<file path="src/rtl/port_pkg.sv">
// Purpose: Shared constants and carriers for the dual byte I/O port.
// Assumes: APB slave, 32-bit data, register index times four is the byte address.
// Notes:   Mode codes come from strap pins; indices 16'hffc3 and 16'hffc4 are local.
`default_nettype none
package port_pkg;
   localparam int unsigned ADDR_W = 18;
   localparam int unsigned DATA_W = 32;
   // Register indices; byte address is index * 4.
   localparam logic [15:0] IDX_PA_PCR = 16'hffae;
   localparam logic [15:0] IDX_PA_DDR = 16'hffb4;
   localparam logic [15:0] IDX_PB_DDR = 16'hffb5;
   localparam logic [15:0] IDX_PA_DR  = 16'hffb6;
   localparam logic [15:0] IDX_PB_DR  = 16'hffb7;
   localparam logic [15:0] IDX_SYSTEM_CONTROL_REGISTER  = 16'hffc3;
   localparam logic [15:0] IDX_STATUS = 16'hffc4;
   // Reset values and fixed read values.
   localparam logic [7:0] RST_BYTE  = 8'h00;
   localparam logic [7:0] DDR_READ  = 8'hff;
   localparam logic       RST_HIE   = 1'b0;
   // Field positions.
   localparam int unsigned HIE_POS   = 0;
   localparam int unsigned ST_MODE_LO = 0;
   localparam int unsigned ST_SLAVE  = 2;
   localparam int unsigned ST_SWSBY  = 3;
   localparam int unsigned PB_HIRQ_LO = 3;
   localparam int unsigned PB_HIRQ_HI = 5;
   localparam int unsigned PB_TMO    = 4;
   localparam int unsigned PB_PW0    = 6;
   localparam int unsigned PB_PW1    = 7;
   // Strap codes of the operating mode.
   localparam logic [1:0] MODE_EXP_NOROM = 2'h1;
   localparam logic [1:0] MODE_EXP_ROM   = 2'h2;
   localparam logic [1:0] MODE_SINGLE    = 2'h3;

   typedef struct packed {
      logic              psel;
      logic              penable;
      logic              pwrite;
      logic [ADDR_W-1:0] paddr;
      logic [DATA_W-1:0] pwdata;
   } apb_req_t;

   typedef struct packed {
      logic              pready;
      logic [DATA_W-1:0] prdata;
      logic              pslverr;
   } apb_rsp_t;

   typedef struct packed {
      logic [7:0] out;
      logic [7:0] oe;
   } byte_pins_t;
endpackage
`default_nettype wire

</file>
<file path="src/rtl/dual_byte_io_port.sv">
// Purpose: Two 8-bit I/O ports with direction and data control, plus port A pull-up control, over APB.
// Assumes: Standby inputs and bus-side inputs come from logic on mclk.
// Notes:   Pin levels and mode straps pass a two-stage synchroniser first.
//
// Implementation choice: the APB slave port.
`default_nettype none

// Notes on behaviour
// - Port A direction register is write-only and reads as all ones.
// - Expanded modes ignore port A direction; pins form the external data bus.
// - Port A data bus pins float during reset, hardware and software standby; slave mode still drives the host data bus in software standby.
// - Single-chip, host off: port A pin outputs data when direction is one.
// - Port A direction clears on reset and hardware standby, kept in software standby.
// - Port A data read gives stored bit for outputs, pin level for inputs.
// - Port A data clears on reset and hardware standby, kept in software standby.
// - Port A pull-up is on only for input pins with pull-up bit set.
// - Pull-up control clears on reset and hardware standby, kept in software standby.
// - Pull-ups off in expanded modes, during reset and hardware standby.
// - Pull-ups off while the host interface is enabled in slave mode.
// - Single-chip host enable turns port A into the host data bus.
// - Unclaimed port B pin outputs data when direction is one, else input.
// - Port B direction register is write-only and reads as all ones.
// - Port B direction clears on reset and hardware standby, kept in software standby.
// - Software standby reinitialises peripherals; port B pins revert to plain I/O.
// - Port B data read gives stored bit for outputs, pin level for inputs.
// - Port B data clears on reset and hardware standby, kept in software standby.
// - Slave mode drives host interrupt requests on port B bits 3 to 5 whose direction bit is one.
module dual_byte_io_port (
   // Clock and reset.
   input  wire logic                 mclk,
   input  wire logic                 srst,
   // Register bus.
   input  wire port_pkg::apb_req_t   apb_req,
   output var  port_pkg::apb_rsp_t   apb_rsp,
   // Operating mode strap and standby controls.
   input  wire logic [1:0]           op_mode_strap,
   input  wire logic                 hw_standby,
   input  wire logic                 sw_standby,
   // External data bus of the expanded modes.
   input  wire logic [7:0]           ext_bus_wdata,
   input  wire logic                 ext_bus_drive,
   output logic [7:0]                ext_bus_rdata,
   // Host side data bus of slave mode.
   input  wire logic [7:0]           host_side_data_bus_wdata,
   input  wire logic                 host_side_data_bus_drive,
   output logic [7:0]                host_side_data_bus_rdata,
   // Port A pins.
   input  wire logic [7:0]           pa_pin_in,
   output var  port_pkg::byte_pins_t pa_pin,
   output logic [7:0]                pa_pullup_en,
   // Port B peripheral sources.
   input  wire logic                 timer_compare_output,
   input  wire logic                 timer_compare_enable,
   input  wire logic [1:0]           pwm_output,
   input  wire logic [1:0]           pwm_output_enable,
   input  wire logic [2:0]           host_irq,
   output logic                      periph_reinit,
   // Port B pins.
   input  wire logic [7:0]           pb_pin_in,
   output var  port_pkg::byte_pins_t pb_pin
);
   import port_pkg::*;

   logic [7:0]  pa_meta_q;
   logic [7:0]  pa_sync_q;
   logic [7:0]  pb_meta_q;
   logic [7:0]  pb_sync_q;
   logic [1:0]  mode_meta_q;
   logic [1:0]  mode_sync_q;
   logic [1:0]  mode_q;
   logic [7:0]  pa_ddr_q;
   logic [7:0]  pa_dr_q;
   logic [7:0]  pa_pcr_q;
   logic [7:0]  pb_ddr_q;
   logic [7:0]  pb_dr_q;
   logic        hie_q;
   logic        clear_regs;
   logic        single_chip;
   logic        slave_mode;
   logic        quiet;
   logic        periph_on;
   logic        access;
   logic        wr_en;
   logic        aligned;
   logic [15:0] idx;
   logic [7:0]  wbyte;
   logic [7:0]  rbyte_d;
   logic        hit_d;
   logic [7:0]  pa_read;
   logic [7:0]  pb_read;
   logic [7:0]  pa_out_d;
   logic [7:0]  pa_oe_d;
   logic [7:0]  pa_pu_d;
   logic [7:0]  pb_out_d;
   logic [7:0]  pb_oe_d;
   logic        ready_q;
   logic [31:0] rdata_q;
   logic        slverr_q;

   // Pin levels and straps are asynchronous to mclk.
   always_ff @(posedge mclk) begin
      pa_meta_q   <= pa_pin_in;
      pa_sync_q   <= pa_meta_q;
      pb_meta_q   <= pb_pin_in;
      pb_sync_q   <= pb_meta_q;
      mode_meta_q <= op_mode_strap;
      mode_sync_q <= mode_meta_q;
   end

   // The strap is caught while reset is held and frozen afterwards.
   always_ff @(posedge mclk) begin
      if (srst) begin
         mode_q <= mode_sync_q;
      end
   end

   assign single_chip = (mode_q == MODE_SINGLE);
   assign slave_mode  = single_chip & hie_q;
   assign clear_regs  = srst | hw_standby;
   assign quiet       = srst | hw_standby | sw_standby;
   assign periph_on   = ~sw_standby;

   // Bus decode.
   assign access  = apb_req.psel & apb_req.penable;
   assign wr_en   = access & ready_q & apb_req.pwrite & ~hw_standby;
   assign idx     = apb_req.paddr[ADDR_W-1:2];
   assign aligned = (apb_req.paddr[1:0] == 2'h0);
   assign wbyte   = apb_req.pwdata[7:0];

   always_ff @(posedge mclk) begin
      if (clear_regs) begin
         pa_ddr_q <= RST_BYTE;
      end else if (wr_en && aligned && idx == IDX_PA_DDR) begin
         pa_ddr_q <= wbyte;
      end
   end

   always_ff @(posedge mclk) begin
      if (clear_regs) begin
         pa_dr_q <= RST_BYTE;
      end else if (wr_en && aligned && idx == IDX_PA_DR) begin
         pa_dr_q <= wbyte;
      end
   end

   always_ff @(posedge mclk) begin
      if (clear_regs) begin
         pa_pcr_q <= RST_BYTE;
      end else if (wr_en && aligned && idx == IDX_PA_PCR) begin
         pa_pcr_q <= wbyte;
      end
   end

   always_ff @(posedge mclk) begin
      if (clear_regs) begin
         pb_ddr_q <= RST_BYTE;
      end else if (wr_en && aligned && idx == IDX_PB_DDR) begin
         pb_ddr_q <= wbyte;
      end
   end

   always_ff @(posedge mclk) begin
      if (clear_regs) begin
         pb_dr_q <= RST_BYTE;
      end else if (wr_en && aligned && idx == IDX_PB_DR) begin
         pb_dr_q <= wbyte;
      end
   end

   always_ff @(posedge mclk) begin
      if (clear_regs) begin
         hie_q <= RST_HIE;
      end else if (wr_en && aligned && idx == IDX_SYSTEM_CONTROL_REGISTER) begin
         hie_q <= wbyte[HIE_POS];
      end
   end

   // Data reads mix stored outputs with synchronised input levels.
   assign pa_read = (pa_dr_q & pa_ddr_q) | (pa_sync_q & ~pa_ddr_q);
   assign pb_read = (pb_dr_q & pb_ddr_q) | (pb_sync_q & ~pb_ddr_q);

   always_comb begin
      rbyte_d = RST_BYTE;
      hit_d   = aligned;
      unique case (idx)
         IDX_PA_DDR: rbyte_d = DDR_READ;
         IDX_PB_DDR: rbyte_d = DDR_READ;
         IDX_PA_DR:  rbyte_d = pa_read;
         IDX_PB_DR:  rbyte_d = pb_read;
         IDX_PA_PCR: rbyte_d = pa_pcr_q;
         IDX_SYSTEM_CONTROL_REGISTER:  rbyte_d[HIE_POS] = hie_q;
         IDX_STATUS: begin
            rbyte_d[ST_MODE_LO +: 2] = mode_q;
            rbyte_d[ST_SLAVE]        = slave_mode;
            rbyte_d[ST_SWSBY]        = sw_standby;
         end
         default:    hit_d = 1'b0;
      endcase
   end

   // One wait state: pready rises in the second access cycle.
   always_ff @(posedge mclk) begin
      if (srst) begin
         ready_q  <= 1'b0;
         rdata_q  <= 32'h0000_0000;
         slverr_q <= 1'b0;
      end else if (access && !ready_q) begin
         ready_q  <= 1'b1;
         rdata_q  <= {24'h00_0000, (apb_req.pwrite || !hit_d) ? 8'h00 : rbyte_d};
         slverr_q <= ~hit_d;
      end else begin
         ready_q  <= 1'b0;
         rdata_q  <= 32'h0000_0000;
         slverr_q <= 1'b0;
      end
   end

   always_comb begin
      apb_rsp.pready  = ready_q;
      apb_rsp.prdata  = rdata_q;
      apb_rsp.pslverr = slverr_q;
   end

   // Port A ownership per pin.
   generate
      for (genvar i = 0; i < 8; i++) begin : g_pa
         always_comb begin
            pa_out_d[i] = 1'b0;
            pa_oe_d[i]  = 1'b0;
            pa_pu_d[i]  = 1'b0;
            if (!single_chip) begin
               // Expanded modes: direction bits play no part.
               pa_out_d[i] = ext_bus_wdata[i];
               pa_oe_d[i]  = ext_bus_drive & ~quiet;
            end else if (slave_mode) begin
               pa_out_d[i] = host_side_data_bus_wdata[i];
               pa_oe_d[i]  = host_side_data_bus_drive & ~hw_standby;
               pa_pu_d[i]  = 1'b0;
            end else begin
               pa_out_d[i] = pa_dr_q[i];
               pa_oe_d[i]  = pa_ddr_q[i];
               pa_pu_d[i]  = ~pa_ddr_q[i] & pa_pcr_q[i];
            end
         end
      end
   endgenerate

   always_ff @(posedge mclk) begin
      if (clear_regs) begin
         pa_pin.out   <= RST_BYTE;
         pa_pin.oe    <= RST_BYTE;
         pa_pullup_en <= RST_BYTE;
      end else begin
         pa_pin.out   <= pa_out_d;
         pa_pin.oe    <= pa_oe_d;
         pa_pullup_en <= pa_pu_d;
      end
   end

   // Bus read data follows the synchronised pin levels.
   always_ff @(posedge mclk) begin
      if (srst) begin
         ext_bus_rdata            <= RST_BYTE;
         host_side_data_bus_rdata <= RST_BYTE;
      end else begin
         ext_bus_rdata            <= single_chip ? RST_BYTE : pa_sync_q;
         host_side_data_bus_rdata <= slave_mode ? pa_sync_q : RST_BYTE;
      end
   end

   // Port B ownership per pin; peripherals lose their pins in software standby.
   generate
      for (genvar j = 0; j < 8; j++) begin : g_pb
         always_comb begin
            pb_out_d[j] = pb_dr_q[j];
            pb_oe_d[j]  = pb_ddr_q[j];
            if (j == PB_PW1 && pwm_output_enable[1] && periph_on) begin
               pb_out_d[j] = pwm_output[1];
               pb_oe_d[j]  = 1'b1;
            end else if (j == PB_PW0 && pwm_output_enable[0] && periph_on) begin
               pb_out_d[j] = pwm_output[0];
               pb_oe_d[j]  = 1'b1;
            end else if (j == PB_TMO && timer_compare_enable && periph_on) begin
               pb_out_d[j] = timer_compare_output;
               pb_oe_d[j]  = 1'b1;
            end else if (j >= PB_HIRQ_LO && j <= PB_HIRQ_HI && slave_mode
                         && pb_ddr_q[j] && periph_on) begin
               pb_out_d[j] = host_irq[j - PB_HIRQ_LO];
               pb_oe_d[j]  = 1'b1;
            end
         end
      end
   endgenerate

   always_ff @(posedge mclk) begin
      if (clear_regs) begin
         pb_pin.out    <= RST_BYTE;
         pb_pin.oe     <= RST_BYTE;
         periph_reinit <= 1'b1;
      end else begin
         pb_pin.out    <= pb_out_d;
         pb_pin.oe     <= pb_oe_d;
         periph_reinit <= sw_standby;
      end
   end
endmodule
`default_nettype wire

</file>
<file path="config.mk">
export PLATFORM = sky130hd
export DESIGN_NAME = dual_byte_io_port
export DESIGN_NICKNAME = d
export VERILOG_FILES = /design/src/rtl/port_pkg.sv /design/src/rtl/dual_byte_io_port.sv
export SDC_FILE = /design/constraint.sdc
export NUM_CORES = 1
export LEC_CHECK = 0
export ABC_AREA = 1
export BUFFER_PORTS_ARGS = -buffer_cell sky130_fd_sc_hd__buf_2
export CORE_MARGIN = 2
export CORE_UTILIZATION = 40
export CTS_BUF_LIST = sky130_fd_sc_hd__clkbuf_4 sky130_fd_sc_hd__clkbuf_8 sky130_fd_sc_hd__clkbuf_16
export CTS_CLUSTER_SIZE = 40
export DETAILED_ROUTE_END_ITERATION = 6
export PLACE_DENSITY = 0.69
export SYNTH_ARGS = -nofsm -noshare
export SYNTH_HDL_FRONTEND = slang
export SYNTH_SLANG_ARGS = --single-unit
</file>
<file path="constraint.sdc">
create_clock -name mclk -period 1.3 [get_ports mclk]
set_input_delay 0.26 -clock mclk [delete_from_list [all_inputs] [get_ports mclk]]
set_output_delay 0.26 -clock mclk [all_outputs]
set_load 0.005 [all_outputs]
</file>
==> impl_metrics.json, run 1 <==
{
  "pre_cts_ws_ns": -0.267,
  "place_area_um2": 6340,
  "clkTransAtPathRegs_ns": 0.05,
  "pin_count": 193,
  "first_global_vias": 4337,
  "row_count": 41,
  "period_needed_ns": 1.39,
  "ir_drop_mv": 1.23,
  "syn_avg_cell_area_um2": 8.31,
  "power.density_nw_per_um2": 1290,
  "finish.instance_area_um2": 7460,
  "cts_buffer_depth": 2,
  "cp-end-kind": "flop",
  "drv_cap": 0,
  "gp_congestion": 0.828,
  "htree_levels": 4,
  "seq_area_frac_synth_pct": 56.1,
  "final_core_util_pct": 58.6,
  "dp_hpwl_mm": 10.1,
  "rsz0062_at_grt": "yes",
  "skew_ns": 0.00751,
  "fmax_ghz": 0.718,
  "num_vias": 4787,
  "grt_usage_pct": 19.8,
  "synth_fa_ha_area_share_pct": 0,
  "die_w_um": 119,
  "violations": "negative setup slack",
  "setup_viol": 14,
  "cp.arrival_ns": 1.73,
  "synth_compound_area_share_pct": 11.9,
  "ant_nets": 0,
  "hold_path_depth": 2,
  "crit_chain": "inv_2 > nor2_2 > nand4_1 > buf_4 > nor2_4 > buf_6 > o21ai_2 > nor2_1",
  "hold_start": "srst",
  "die_area_um2": 14000,
  "drc": 0,
  "synth_seq_cells": 146,
  "tritoncts": "done",
  "synthTopCellsByArea": "dfxtp_1 (55%), nor2_1 (7.7%), o21ai_0 (6.8%)",
  "numCtsBuffers": 17,
  "muxShareOfSynthArea_pct": 0,
  "port-buffer-count": 144,
  "fin_crit_sh_pct": 107,
  "final_nets": 958,
  "drt-total-wl_mm": 14.7,
  "cts-root-buf": "clkbuf_16",
  "r2r-start": "ready_q",
  "drt_iter0_drc": 253,
  "hold_path.class": "input port to flop",
  "clock-sinks": 146,
  "via_per_inst": 4.61,
  "yosys_warnings": 0,
  "core-area_um2": 12700,
  "overflow": 0,
  "die_h_um": 119,
  "outcome": "complete, but fails checks",
  "p_leak_nw": 3.47,
  "postSynth.asyncResetShare_pct": 0,
  "drive_gt1_share_pct": 35.8,
  "synth_ff_type": "dfxtp_1",
  "antenna_found_initial": 0,
  "synthXorXnorAreaFrac_pct": 0,
  "synth.distinct_cells": 32,
  "synth.most_common_cell": "dfxtp_1",
  "grt_pass1_wl_mm": 21.4,
  "criticalPathCategory": "flop to flop",
  "clk-insertion-delay-late_ns": 0.41,
  "grt_max_degree": 29,
  "syn_inst": 631,
  "synth.largest_area_cell": "dfxtp_1",
  "cp_slowest_cell": "dfxtp_4",
  "fin_ws_ns": -0.0935,
  "initial_core_util_pct": 41.2,
  "syn2layout_area_growth_pct": 42.2,
  "start_kind": "flop",
  "first_pass_iters": 7,
  "synth_top_area_share_pct": 55.0,
  "r2r_slack_ns": -0.09,
  "synthSimpleGateAreaFrac_pct": 21.6,
  "wl_per_cell_um": 14.1,
  "synth_top_family_by_area": "simple AND/OR/NAND/NOR gates",
  "slew_violations": 0,
  "synth_commonest_cells": "dfxtp_1 (144), nor2_1 (107), nand2_1 (86)",
  "hold_slack_ns": 0.0440,
  "cp.required_ns": 1.64,
  "synth_edf_count": 2,
  "syn_area_um2": 5250,
  "worstRegToRegCells": 8,
  "crit_fanout": 5,
  "timing.rr.end": "pb_dr_q[1]",
  "hold_viol": 0,
  "hold_end": "ready_q",
  "max_stage_delay_ns": 0.37,
  "n_antenna_cell": 0
}
==> cell usage in the layout (no fill, tap or decap), types with 5 or more instances in the layout <==
| master | instances |
|---|---|
| a31oi_1 | 5 |
| dfxtp_1 | 143 |
| o21ai_2 | 16 |
| nand2_2 | 8 |
| nor2_2 | 13 |
| nor3_1 | 7 |
| nor2_4 | 9 |
| nand3_1 | 26 |
| clkbuf_16 | 18 |
| buf_6 | 12 |
| conb_1 | 24 |
| inv_2 | 8 |
| a21oi_1 | 28 |
| nor2_1 | 93 |
| nand2_1 | 82 |
| dlygate4sd3_1 | 18 |
| o21ai_0 | 33 |
| o21ai_1 | 30 |
| buf_2 | 144 |
| buf_4 | 46 |
| inv_1 | 59 |
==> layer usage <==
layer | global-route usage (%) | routed length [µm]
met3 | 5.41 | 984
met5 | 0 | 0
met4 | 5.13 | 211
met2 | 34.0 | 7320
met1 | 24.5 | 6160
==> area by class of cell <==
class	instances	area, µm²
fill	1128	5260
sequential	146	2950
multi-input combinational	397	2060
timing repair buffer	221	1400
clock buffer	24	514
inverter	73	298
tap	172	215
clock inverter	5	27.5
==> through the flow <==
stage	power [mW]	setup TNS, ns	instances
floorplan	4.95	0	654
global placement	5.17	-11.22	975
detailed placement	5.18	-12.18	975
CTS	9.60	-0.589	1023
global route	9.94	-2.39	1038
finish	9.63	-0.561	1038
==> where the power goes <==
part,switching (mW),internal (mW)
clock,1.72,2.72
combinational,0.314,0.263
sequential,0.0264,4.59
==> flip-flops by register name, summed over array words and instances, names as in the netlist <==
signal	flops
pa_meta_q	8
pb_ddr_q	8
mode_sync_q	2
pb_meta_q	8
slverr_q	1
pa_dr_q	8
rdata_q	8
mode_q	2
pa_pullup_en	8
pa_sync_q	8
pb_pin	16
hie_q	1
host_side_data_bus_rdata	8
mode_meta_q	2
pa_pcr_q	8
ext_bus_rdata	8
pa_pin	16
periph_reinit	1
pa_ddr_q	8
pb_dr_q	8
ready_q	1
pb_sync_q	8
==> critical path: cells and delay by family (launching register included) <==
kind            cells  cell delay, ns
compound gates      1            0.06
buf+inv             3            0.39
simple gates        4            0.50
flops               1            0.37
==> worst max-delay path by stage <==
stage / start / end / slack, ns / cells past startpoint
6_report: ready_q / pb_dr_q[1] / -0.09 / 8
5_1_grt: ready_q / pb_dr_q[1] / -0.16 / 8
3_5_place_dp: hw_standby / pa_pin[6] / -0.27 / 8
4_1_cts: mode_q[0] / pb_pin[13] / -0.08 / 6
2_1_floorplan: ready_q / pa_ddr_q[5] / 0.02 / 8
3_3_place_gp: hw_standby / pa_pin[5] / -0.25 / 8
==> cells by family (layout without fill, tap and decap cells) <==
logic type,Yosys count,in the layout
AND/OR/NAND/NOR,252,254
flip-flops,146,146
AO/OA/AOI/OAI,119,119
buffers and inverters,113,323
other,1,24
==> repair_timing <==
action / 4_1_cts / 5_1_grt
pin swaps: 1 / 13
endpoints found under the setup margin: 44 / 80
resized for setup: 2 / 114
hold endpoints to repair: 18 / 0
gates cloned: 0 / 3
hold buffers: 18 / 0
buffers inserted: 1 / 12
Power figures use the tool's default switching activity.
==> inputs of run 2 (changes only) <==
Settings changed: ABC_AREA 1 to default.
==> impl_metrics.json, run 2 <==
{
  "numCtsBuffers": 17,
  "setup_tns_ns": -0.153,
  "wl_per_cell_um": 15.8,
  "clkTransAtPathRegs_ns": 0.06,
  "syn_inst": 506,
  "drc": 0,
  "crit_fanout": 4,
  "die_area_um2": 14300,
  "fin_crit_sh_pct": 102,
  "final_core_util_pct": 58.3,
  "port-buffer-count": 144,
  "syn_area_um2": 5330,
  "num_vias": 4463,
  "synthTopCellsByArea": "dfxtp_1 (54%), mux2i_1 (7.3%), buf_4 (3.7%)",
  "synth_commonest_cells": "dfxtp_1 (144), mux2i_1 (39), a21oi_1 (38)",
  "r2r-start": "ready_q",
  "synthSimpleGateAreaFrac_pct": 18.1,
  "syn2layout_area_growth_pct": 43.8,
  "seq_area_frac_synth_pct": 55.2,
  "fin_ws_ns": -0.0248,
  "synthXorXnorAreaFrac_pct": 0.164,
  "muxShareOfSynthArea_pct": 7.96,
  "synth_compound_area_share_pct": 12.0,
  "power.density_nw_per_um2": 1290,
  "syn_avg_cell_area_um2": 10.5,
  "r2r_slack_ns": -0.02,
  "clk-insertion-delay-late_ns": 0.42,
  "gp_congestion": 0.869,
  "fillers": 1174,
  "p_leak_nw": 3.35,
  "route.met2.wl_mm": 7.17,
  "synth_top_area_share_pct": 54.1,
  "start_kind": "input port",
  "drt_iter0_drc": 305,
  "worstRegToRegCells": 5,
  "initial_core_util_pct": 40.6,
  "synth.largest_area_cell": "dfxtp_1",
  "synth_fa_ha_area_share_pct": 0,
  "yosys_warnings": 0,
  "drv_cap": 0,
  "hold_start": "timer_compare_output",
  "antenna_found_initial": 0,
  "via_per_inst": 4.85,
  "hold_slack_ns": 0.0798,
  "synth_edf_count": 2,
  "violations": "negative setup slack",
  "cp.arrival_ns": 1.67,
  "slew_violations": 0,
  "hold_path_depth": 3,
  "cp.required_ns": 1.64,
  "dp_hpwl_mm": 10.7,
  "fmax_ghz": 0.755,
  "outcome": "complete, but fails checks",
  "final_nets": 833,
  "cts-root-buf": "clkbuf_16",
  "top_regs": "pa_pin x16, pb_pin x16",
  "layout_common_cells": "dfxtp_1 (143), buf_2 (136), buf_4 (66), mux2i_1 (39), a21oi_1 (32)",
  "synth.most_common_cell": "dfxtp_1",
  "final_common_cell": "dfxtp_1",
  "top_layer": "met4",
  "met3_length_um": 784,
  "die_h_um": 119,
  "drive_gt1_share_pct": 41.0,
  "clock-sinks": 146,
  "skew_ns": 0.00686,
  "ant_nets": 0,
  "rsz0062_at_grt": "yes",
  "cts_buffer_depth": 2,
  "criticalPathCategory": "input port to flop",
  "synth_top_family_by_area": "simple AND/OR/NAND/NOR gates",
  "cp-end-kind": "flop",
  "tritoncts": "done",
  "first_pass_iters": 5,
  "synth.distinct_cells": 56,
  "ir_drop_mv": 0.856,
  "synth_seq_cells": 146,
  "overflow": 0,
  "grt_pass1_wl_mm": 22.9,
  "timing.rr.end": "pa_ddr_q[1]",
  "die_w_um": 119,
  "row_count": 42,
  "htree_levels": 4,
  "n_antenna_cell": 0,
  "core-area_um2": 13100,
  "place_inst": 866,
  "hold_end": "pb_pin[12]",
  "setup_viol": 10,
  "period_needed_ns": 1.32,
  "hold_viol": 0,
  "pin_count": 193,
  "synth_ff_type": "dfxtp_1",
  "place_area_um2": 6660,
  "hold_path.class": "input port to flop",
  "grt_max_degree": 37,
  "grt_usage_pct": 21.2,
  "finish.instance_area_um2": 7660,
  "drt-total-wl_mm": 14.5,
  "postSynth.asyncResetShare_pct": 0,
  "instances_no_fill": 920,
  "met1_length_mm": 6.21,
  "first_global_vias": 4442
}
run 2: cell count changes after synthesis, moves of 9 or more:
| cell | previous run | this run |
|---|---|---|
| nor2_1 | 107 | 23 |
| mux2i_1 | 0 | 39 |
| inv_1 | 64 | 6 |
| o21ai_0 | 71 | 28 |
| a211oi_1 | 0 | 10 |
| nand2_1 | 86 | 30 |
| and2_1 | 0 | 21 |
| nor3b_1 | 0 | 9 |
run 2: kinds of logic (layout without fill, tap and decap cells):
family,count (synthesis),after routing
other,1,24
AO/OA/AOI/OAI,104,104
buffers and inverters,59,274
flip-flops,146,146
multiplexers,42,42
AND/OR/NAND/NOR,153,153
XOR/XNOR,1,1
run 2: critical path, cell delays in order:
cell      delay, ns
buf_4          0.14
or4b_1         0.57
o32ai_1        0.21
a221oi_2       0.15
buf_4          0.15
a211oi_2       0.19
run 2: worst max path at each step:
stage,start,to
finish,apb_req[39],rdata_q[3]
global route,ready_q,pa_ddr_q[0]
CTS,mode_q[0],pa_pullup_en[1]
detailed placement,apb_req[39],rdata_q[3]
global placement,apb_req[39],slverr_q
floorplan,apb_req[37],pa_ddr_q[0]
run 2: power breakdown:
| part | leakage (nW) | internal (mW) | switching (mW) |
|---|---|---|---|
| Clock | 0.277 | 2.78 | 1.87 |
| Sequential | 1.20 | 4.59 | 0.0335 |
| Combinational | 1.88 | 0.314 | 0.285 |
run 2: final cells by class:
class / count / area [µm²] / share of cell area [%]
repair buffers: 236 / 1590 / 20.8
inverters: 6 / 22.5 / 0.294
flip-flops and latches: 146 / 2940 / 38.4
clock buffers: 21 / 468 / 6.11
multi-input cells: 324 / 2310 / 30.2
clock inverters: 11 / 104 / 1.36
well taps: 176 / 220 / 2.87
run 2: repair_timing:
item / 4_1_cts / 5_1_grt
gates cloned: 0 / 0
hold buffers: 18 / 0
gates resized for setup: 21 / 44
pin swaps: 5 / 15
endpoints found under the setup margin: 64 / 79
hold endpoints to repair: 18 / 0
buffers inserted: 3 / 1
run 2: per-stage QoR:
stage / power [mW] / worst slack, ns
floorplan: 4.96 / -0.348
global placement: 5.22 / -0.441
detailed placement: 5.23 / -0.478
CTS: 9.95 / -0.0460
global route: 10.3 / -0.0987
finish: 9.87 / -0.0248
run 2: metal layers:
layer  up-vias  GRT usage [%]
li1       2191              -
met1      2090           26.0
met2       155           35.8
met3        27           4.79
met4         0           9.04
met5         -              0
